### config.mk
export PLATFORM = sky130hd
export DESIGN_NAME = gpc_pad_bank
export DESIGN_NICKNAME = d
export VERILOG_FILES = /design/src/logic/gpc_pad_slice.v /design/src/logic/gpc_pad_bank.v
export VERILOG_INCLUDE_DIRS = /design/src /design/src/logic
export SDC_FILE = /design/constraint.sdc
export NUM_CORES = 1
export LEC_CHECK = 0
export BUFFER_PORTS_ARGS = -buffer_cell sky130_fd_sc_hd__buf_2
export CAP_MARGIN = 20
export CORE_AREA = 2 2 212 214
export DETAILED_ROUTE_END_ITERATION = 6
export DIE_AREA = 0 0 214 216
export MAX_ROUTING_LAYER = met4
export PLACE_DENSITY = 0.63
export SETUP_SLACK_MARGIN = 0.02
export SLEW_MARGIN = 25
export SYNTH_ARGS = -nofsm -noshare
export SYNTH_HDL_FRONTEND = slang
export SYNTH_SLANG_ARGS = --single-unit
### constraint.sdc
create_clock -name mclk_in -period 5.8 [get_ports mclk_in]
set_clock_uncertainty 0.15 [all_clocks]
set_input_delay 0.29 -clock mclk_in [delete_from_list [all_inputs] [get_ports mclk_in]]
set_output_delay 0.29 -clock mclk_in [all_outputs]
set_load 0.03 [all_outputs]
### src/logic/gpc_defs.vh
// Purpose: constants for the general-purpose pad controller
// Assumes: 40 MHz clock, seventeen pads
// Notes:   function selector codes and pull encodings live here
//
// Functional notes
// - There are seventeen pads and a per-pad selector picks each one's function, plain I/O included.
// - A pad may instead carry a peripheral such as a two-wire bus, audio serial, serial port, pulse output or infrared line.
// - Each pad on its own may enable a pull-up, a pull-down, or neither.
// - A pad used as input has its level captured into a readable register.
// - An input pad can raise an interrupt, triggered by edge or by level.
// - Each pad is a non-inverting buffer whose driver is gated by its output enable while input stays live.
// - A hold setting freezes each pad's configured state for low power.
// - On power-down every pad output enable is forced and kept inactive.
// - With hold on and nothing driving the pad, the last level is kept.
`ifndef GPC_DEFS_VH
`define GPC_DEFS_VH

// ****************************************
// sizes
// ****************************************
`define GPC_NUM_PADS   17
`define GPC_FUNC_W     3
`define GPC_NUM_PERIPH 6

// ****************************************
// function selector codes
// ****************************************
`define GPC_FUNC_GPIO  3'h0
`define GPC_FUNC_P0    3'h1

// ****************************************
// pull encoding
// ****************************************
`define GPC_PULL_NONE  2'h0
`define GPC_PULL_UP    2'h1
`define GPC_PULL_DOWN  2'h2

// ****************************************
// reset values
// ****************************************
`define GPC_RST_FUNC   3'h0
`define GPC_RST_PULL   2'h0

`endif

### src/logic/gpc_pad_slice.v
// Purpose: one pad slice: function mux, pull, hold latch, sync, edge detect
// Assumes: pad input comes from outside the clock domain
// Notes:   hold freezes configuration and output; power-down kills the enable
`timescale 1ns/10ps
`include "gpc_defs.vh"

module gpc_pad_slice
#(
  parameter NP = `GPC_NUM_PERIPH
)
(
  input  wire                  mclk_in,
  input  wire                  rstn_in,
  input  wire [`GPC_FUNC_W-1:0] func_in,
  input  wire [1:0]            pull_in,
  input  wire                  gpio_out_in,
  input  wire                  gpio_oe_in,
  input  wire [NP-1:0]         per_out_in,
  input  wire [NP-1:0]         per_oe_in,
  input  wire                  hold_in,
  input  wire                  pdown_in,
  input  wire                  pad_in,
  output reg                   pad_out,
  output reg                   pad_oen_out,
  output reg                   pull_up_out,
  output reg                   pull_dn_out,
  output wire                  sync_out,
  output wire                  rise_out,
  output wire                  fall_out
);

  reg [`GPC_FUNC_W-1:0] func_q;
  reg [1:0]             pull_q;
  reg                   do_q;
  reg                   oe_q;
  reg                   meta_q;
  reg                   sync_q;
  reg                   prev_q;
  reg                   last_q;
  reg                   sel_do;
  reg                   sel_oe;
  integer               k;

  // ****************************************
  // function mux
  // ****************************************
  // pick driver from plain I/O or a peripheral
  always @*
  begin
    sel_do = gpio_out_in;
    sel_oe = gpio_oe_in;
    for (k = 0; k < NP; k = k + 1)
    begin
      if (func_q == (`GPC_FUNC_P0 + k[`GPC_FUNC_W-1:0]))
      begin
        sel_do = per_out_in[k];
        sel_oe = per_oe_in[k];
      end
    end
  end

  // ****************************************
  // config and drive state, frozen under hold
  // ****************************************
  // hold keeps selector, pull and drive unchanged
  always @(posedge mclk_in or negedge rstn_in)
  begin
    if (!rstn_in)
    begin
      func_q <= `GPC_RST_FUNC;
      pull_q <= `GPC_RST_PULL;
      do_q   <= 1'b0;
      oe_q   <= 1'b0;
    end
    else if (pdown_in)
    begin
      oe_q   <= 1'b0;
    end
    else if (!hold_in)
    begin
      func_q <= func_in;
      pull_q <= pull_in;
      do_q   <= sel_do;
      oe_q   <= sel_oe;
    end
  end

  // ****************************************
  // input synchroniser and last-level latch
  // ****************************************
  // two flops, then edge history and kept level
  always @(posedge mclk_in or negedge rstn_in)
  begin
    if (!rstn_in)
    begin
      meta_q <= 1'b0;
      sync_q <= 1'b0;
      prev_q <= 1'b0;
      last_q <= 1'b0;
    end
    else
    begin
      meta_q <= pad_in;
      sync_q <= meta_q;
      prev_q <= sync_q;
      if (!hold_in || oe_q)
        last_q <= oe_q ? do_q : sync_q;
    end
  end

  // ****************************************
  // pad drive, pulls and keeper
  // ****************************************
  // keeper drives last level when pad is floating under hold, except during power-down
  always @*
  begin
    pad_out     = do_q;
    pad_oen_out = ~oe_q;
    if (hold_in && !oe_q && !pdown_in)
    begin
      pad_out     = last_q;
      pad_oen_out = 1'b0;
    end
    pull_up_out = (pull_q == `GPC_PULL_UP);
    pull_dn_out = (pull_q == `GPC_PULL_DOWN);
  end

  assign sync_out = sync_q;
  assign rise_out = sync_q & ~prev_q;
  assign fall_out = ~sync_q & prev_q;

endmodule

### src/logic/gpc_pad_bank.v
// Purpose: bank of seventeen general-purpose pads with input capture and irq
// Assumes: one clock, config bits as plain ports
// Notes:   edge events stay pending until the clear strobe for that pad
`timescale 1ns/10ps
`include "gpc_defs.vh"

module gpc_pad_bank
#(
  parameter N  = `GPC_NUM_PADS,
  parameter NP = `GPC_NUM_PERIPH
)
(
  input  wire                     mclk_in,
  input  wire                     rstn_in,
  input  wire [N*`GPC_FUNC_W-1:0] func_sel_in,
  input  wire [2*N-1:0]           pull_sel_in,
  input  wire [N-1:0]             gpio_data_in,
  input  wire [N-1:0]             gpio_oe_in,
  input  wire [N*NP-1:0]          per_data_in,
  input  wire [N*NP-1:0]          per_oe_in,
  input  wire                     hold_in,
  input  wire                     pdown_in,
  input  wire [N-1:0]             irq_en_in,
  input  wire [N-1:0]             irq_level_in,
  input  wire [N-1:0]             irq_pol_in,
  input  wire [N-1:0]             irq_both_in,
  input  wire [N-1:0]             irq_clr_in,
  input  wire [N-1:0]             pad_in,
  output wire [N-1:0]             pad_out,
  output wire [N-1:0]             pad_oen_out,
  output wire [N-1:0]             pull_up_out,
  output wire [N-1:0]             pull_dn_out,
  output reg  [N-1:0]             in_data_out,
  output wire [N-1:0]             per_in_out,
  output reg  [N-1:0]             irq_stat_out,
  output reg                      irq_out
);

  wire [N-1:0] sync_w;
  wire [N-1:0] rise_w;
  wire [N-1:0] fall_w;
  reg  [N-1:0] hit;
  reg  [N-1:0] stat_d;
  integer      i;

  // ****************************************
  // pad slices
  // ****************************************
  genvar g;
  generate
    for (g = 0; g < N; g = g + 1)
    begin : pads
      gpc_pad_slice #(.NP(NP)) u_slice
      (
        .mclk_in     (mclk_in),
        .rstn_in     (rstn_in),
        .func_in     (func_sel_in[g*`GPC_FUNC_W +: `GPC_FUNC_W]),
        .pull_in     (pull_sel_in[2*g +: 2]),
        .gpio_out_in (gpio_data_in[g]),
        .gpio_oe_in  (gpio_oe_in[g]),
        .per_out_in  (per_data_in[g*NP +: NP]),
        .per_oe_in   (per_oe_in[g*NP +: NP]),
        .hold_in     (hold_in),
        .pdown_in    (pdown_in),
        .pad_in      (pad_in[g]),
        .pad_out     (pad_out[g]),
        .pad_oen_out (pad_oen_out[g]),
        .pull_up_out (pull_up_out[g]),
        .pull_dn_out (pull_dn_out[g]),
        .sync_out    (sync_w[g]),
        .rise_out    (rise_w[g]),
        .fall_out    (fall_w[g])
      );
    end
  endgenerate

  // synchronised input fed to peripherals, input path always live
  assign per_in_out = sync_w;

  // ****************************************
  // trigger detection
  // ****************************************
  // level: pol=1 high, pol=0 low; edge: pol=1 rise, pol=0 fall, both
  always @*
  begin
    for (i = 0; i < N; i = i + 1)
    begin
      hit[i] = irq_en_in[i] & (irq_level_in[i]
             ? ~(sync_w[i] ^ irq_pol_in[i])
             : (irq_both_in[i] ? (rise_w[i] | fall_w[i])
               : (irq_pol_in[i] ? rise_w[i] : fall_w[i])));
    end
    // set beats clear in the same cycle
    stat_d = (irq_stat_out & ~irq_clr_in) | hit;
  end

  // ****************************************
  // capture and sticky status
  // ****************************************
  // sample inputs, hold pending events, drive irq
  always @(posedge mclk_in or negedge rstn_in)
  begin
    if (!rstn_in)
    begin
      in_data_out  <= {N{1'b0}};
      irq_stat_out <= {N{1'b0}};
      irq_out      <= 1'b0;
    end
    else
    begin
      in_data_out  <= sync_w;
      irq_stat_out <= stat_d;
      irq_out      <= |stat_d;
    end
  end

endmodule

Word level (Yosys, flattened, before mapping)
Index checks and enable logic that the tools add are counted.

word-level totals
  input bits = 429
  logic and storage cells = 846
  output and inout port bits = 120
  register bits = 222

cells by class
  muxes and demuxes = 340
  reduce and logical (&&, ||, !) cells = 72
  bitwise gates (word level) = 158
  equality and inequality tests = 137

operator list
  operator            number
  $mux 1              340
  $eq 3x3->1 const B  51
  $eq 3x2->1 const B  34
  $not 1->1           70
  $and 1x1->1         51
  $eq 3x1->1 const B  17
  $eq 2x1->1 const B  17
  $eq 2x2->1 const B  17
  $logic_and 1x1->1   34
  $logic_not 1->1     19
  $and 17x17->17      1
  $logic_or 1x1->1    17
  $not 17->17         1
  $or 1x1->1          17
  $or 17x17->17       1
  $reduce_or 17->1    1
  $xor 1x1->1         17
  $ne 2x1->1 const B  1
  $reduce_and 2->1    1

Longest topological paths before layout
  depth after elaboration = 9
  gate-level depth with buffers = 8
  gate-level depth less buffers = 8

Cells and area by module
A second synthesis with hierarchy kept.

second synthesis, totals
  cell total of the unflattened synthesis = 1098
  area, all modules = 11977.7 um^2

modules (own cells, without submodules)
  module         cells each  sequential area each (um^2)  times used  area each (um^2)
  gpc_pad_slice  54          275.3                        17          596.8
  gpc_pad_bank   180         875.8                        1           1831.8

Worst setup path after synthesis
No wires, ideal clock.

  path type = reg-to-reg
  start = reg pads[7].u_slice.sync_q
  end = reg irq_out
  period minus slack after synthesis = 2.404 ns
  data required time = 5.512 ns
  path buffers = 0
  arrival time = 2.116 ns
  stages on the path, launching flop included = 8
  setup time = 0.138 ns
  path slack = 3.396 ns
  cells stage by stage = dfrtp_1 -> inv_1 -> ha_1 -> mux2_4 -> o2111ai_2 -> nand3_2 -> or4_1 -> or4_1

on the way
  word-level cells in the longest chain between the ends = 8
  elaborated cells on any way between the ends = 12
  classes of those cells = 3 x mux; 8 x bitwise; 1 x reduce/logical

ends and longest elaborated chain
  what                                  RTL line                              RTL
  from (decl)                           gpc_pad_slice.v:37                    reg sync_q;
  from (signal assigned)                gpc_pad_slice.v:104                   sync_q <= meta_q;
  $not 1->1                             gpc_pad_slice.v:130                   assign fall_out = ~sync_q & prev_q;
  $and 1x1->1                           gpc_pad_slice.v:130
  $mux 1 or $or 1x1->1 (tied branches)  gpc_pad_bank.v:91, gpc_pad_bank.v:90
  $mux 1                                gpc_pad_bank.v:90                     : (irq_both_in[i] ? (rise_w[i] | fall_w[i])
  $mux 1 (*)                            gpc_pad_bank.v:89                     ? ~(sync_w[i] ^ irq_pol_in[i])
  $and 1x1->1 (*)                       gpc_pad_bank.v:88                     hit[i] = irq_en_in[i] & (irq_level_in[i]
  $or 17x17->17 (*)                     gpc_pad_bank.v:94                     stat_d = (irq_stat_out & ~irq_clr_in) | hit;
  named net stat_d[7]                   gpc_pad_bank.v:43                     reg [N-1:0] stat_d;
  $reduce_or 17->1 (*)                  gpc_pad_bank.v:113                    irq_out <= |stat_d;
  to (signal assigned)                  gpc_pad_bank.v:113
  to (decl)                             gpc_pad_bank.v:36                     output reg irq_out

Mark *: on every way through the listed nets, which the timed path passes. The rest lies on a longest branch.
A chain may end at the register's enable or synchronous reset.

Worst setup path after layout
  start = reg pads[8].u_slice.sync_q
  end = reg irq_out

on the way
  word-level cells in the longest chain between the ends = 8
  elaborated cells on any way between the ends = 12
  classes of those cells = 3 x mux; 8 x bitwise; 1 x reduce/logical

ends and longest elaborated chain
  what                                  RTL line
  from (decl)                           gpc_pad_slice.v:37
  from (signal assigned)                gpc_pad_slice.v:104
  $not 1->1                             gpc_pad_slice.v:130
  $and 1x1->1                           gpc_pad_slice.v:130
  $mux 1 or $or 1x1->1 (tied branches)  gpc_pad_bank.v:91, gpc_pad_bank.v:90
  $mux 1                                gpc_pad_bank.v:90
  $mux 1 (*)                            gpc_pad_bank.v:89
  $and 1x1->1 (*)                       gpc_pad_bank.v:88
  $or 17x17->17 (*)                     gpc_pad_bank.v:94
  named net stat_d[8]                   gpc_pad_bank.v:43
  $reduce_or 17->1 (*)                  gpc_pad_bank.v:113

Marks and branches as above.

==> flow_summary.ini <==
[power]
p_per_area_nw_per_um2 = 270
p_total_mw = 4.73
max-vdd-ir-drop_mv = 0.166
leakagePower_nw = 8.73

[floorplan]
die_height_um = 216
floorplan.rows = 77
core_area_um2 = 43800
ios = 549
die_area_um2 = 46200
die_w_um = 214
initial_core_util = 0.285

[cells_and_area]
nFillCells = 4454
multiInputGateArea_um2 = 5990
drive_above_1_share = 0.305
seqCellArea_um2 = 5130
final_cell_mix = buf_2, nand2_1, dfrtp_1, dlygate4sd3_1, o21ai_0
layout_commonest_cell = buf_2
final_nets = 2526
area.growth.synth_to_final_pct = 40.1

[drt]
dr.pass1.iters = 6
vias = 12900
vias_per_cell = 4.79
routed_wl_um = 49000
first_iter_violations = 703
routedWlPerCell_um = 18.2
drcViolationCount = 0
ant_nets = 0

[clock_tree]
cts-root-buf = clkbuf_16
insertion_delay_ps = 540
clkTransAtPathRegs_ps = 60
h-tree-depth = 1
clock-sinks = 205
cts_hold_buf = 161
post-cts-setup-buffers = 0
cts_max_path_buffers = 3
cts_tree = done
cts.repair.resized = 0
cts_made_buffers = 25

[critical_path]
crit_chain = xnor2_1 > a32oi_1 > dlygate4sd3_1 > o21ai_0 > nor4_1 > nand2_1 > or4_1
critPathBufInv = 1
slowest_delay_ps = 560
cp_num_cells = 7
critical_path_class = flip-flop to flip-flop
start_kind = flip-flop
worstRegToRegCells = 7
crit_fanout = 6
required_ps = 6060
crit_family = simple AND/OR/NAND/NOR gates
cp.arrival_ps = 3170
worst_setup_path_end_kind = flip-flop
cp_slowest_cell = dlygate4sd3_1

[placement]
gp_congestion = 1.04
hpwl_um = 37000
portBuffers = 548

[sta]
fmax_mhz = 344
tightest_slew_ps = 970
relSlewSlack = 0.352
finalCritPeriodShare = 0.501
drv_slew = 0
fin_tns_setup_ps = 0
setup_violations = 0
rsz0062_at_grt = false
finalHoldViolations = 0
min_period_ps = 2900
hold_slack_ps = 16.0

[logic_synthesis]
yosysSeqAreaShare = 0.410
syn_inst = 1499
synth_edf_count = 0
syn_nets = 1962
syn_area_um2 = 12500
synthArstFlopShare = 1.00
synth_seq_cells = 205
yosysWarnings = 0
post_synth_num_cell_types = 51
synth_flop_cell = dfrtp_1
avgSynthCellArea_um2 = 8.35

[global_routing]
grt_max_degree = 120
grt_pass1_vias = 13000
grt_first_pass_wirelength_um = 74100
grt_overflow_total = 0
grt_usage = 0.212
grt_antenna_before_repair = 9

[flow_run]
cap_violations = 0

[min_path]
min_path_type = input port to flip-flop
min_path_cells = 3

[run_status]
outcome = complete, no violations
-- flip-flops by register name, indices dropped and copies added, names as in the netlist --
register and cells:
pads.u_slice.func_q 51, pads.u_slice.pull_q 34, in_data_out 17, irq_stat_out 17
pads.u_slice.do_q 17, pads.u_slice.last_q 17, pads.u_slice.meta_q 17, pads.u_slice.oe_q 17
pads.u_slice.sync_out 17, irq_out 1
-- final cells by class --
type | count | area share
Antenna cell | 11 | 0.00157
Timing Repair Buffer | 715 | 0.254
Clock buffer | 29 | 0.0377
Multi-Input combinational cell | 1018 | 0.342
Tap cell | 592 | 0.0423
Clock inverter | 16 | 0.00971
Sequential cell | 205 | 0.293
Inverter | 98 | 0.0210
-- per-layer routing --
layer	wire, um	up-vias	GRT usage
li1	-	6123	-
met1	20800	6083	0.261
met2	23000	548	0.343
met3	3340	107	0.0405
met4	1850	0	0.0811
met5	0	-	-
-- cells in the mapped netlist (7+ instances only) --
library cell | number | area [um2]
a211oi_1 | 16 | 120
a21oi_1 | 59 | 295
a221oi_1 | 7 | 61.3
a32oi_1 | 8 | 70.1
buf_4 | 102 | 766
clkbuf_1 | 70 | 263
dfrtp_1 | 205 | 5130
ha_1 | 34 | 425
inv_1 | 98 | 368
mux2_2 | 24 | 270
mux2i_1 | 27 | 270
nand2_1 | 340 | 1280
nand2b_1 | 35 | 219
nand3_1 | 13 | 65.1
nand3b_1 | 34 | 255
nor2_1 | 76 | 285
nor2b_1 | 50 | 313
nor3_1 | 9 | 45.0
nor3b_1 | 7 | 52.6
o21ai_0 | 130 | 651
o221ai_1 | 12 | 105
o22ai_1 | 19 | 119
o311a_1 | 7 | 70.1
o311ai_0 | 15 | 131
o31ai_1 | 8 | 60.1
xnor2_1 | 17 | 149
-- power breakdown --
group / internal, mW / leakage (nW) / switching, mW
logic: 0.565 / 5.83 / 0.696
clock network: 0.916 / 0.398 / 0.667
registers: 1.61 / 2.50 / 0.282
-- final timing paths --
kind | start | end | slack (ps)
min reg2reg | pads[10].u_slice.meta_q | pads[10].u_slice.sync_out | 200
min | irq_level_in[3] | irq_stat_out[3] | 20
max reg2reg | pads[8].u_slice.sync_out | irq_out | 2900
min in group asynchronous | rstn_in | pads[3].u_slice.sync_out | 170
max in group asynchronous | rstn_in | pads[8].u_slice.func_q[0] | 4170
max | pads[8].u_slice.sync_out | irq_out | 2900
-- cell families after synthesis --
logic type                 after synthesis  synth area share
adders and majority gates               34            0.0340
DFF                                    205             0.410
and+or+nand+nor                        586             0.214
muxes                                   59            0.0546
xor gates and xnor gates                17            0.0119
buffers and inverters                  276             0.113
AOI/OAI and AO/OA                      322             0.162
-- worst min-delay path: cells and delay by family --
| kind | cells | cell delay (ps) |
|---|---|---|
| compound gates | 2 | 260 |
| buf+inv | 1 | 80 |
-- through the flow --
stage	cell area [um2]	cells	util	setup WS, ps
after floorplan	12500	1499	-	3400
after global placement	15000	2466	0.343	3050
after detailed placement	15000	2466	0.343	3000
after CTS	17500	2672	0.399	2880
after global routing	17500	2681	0.400	2790
final	17500	2684	0.400	2900
Power figures use the tool's default switching activity.
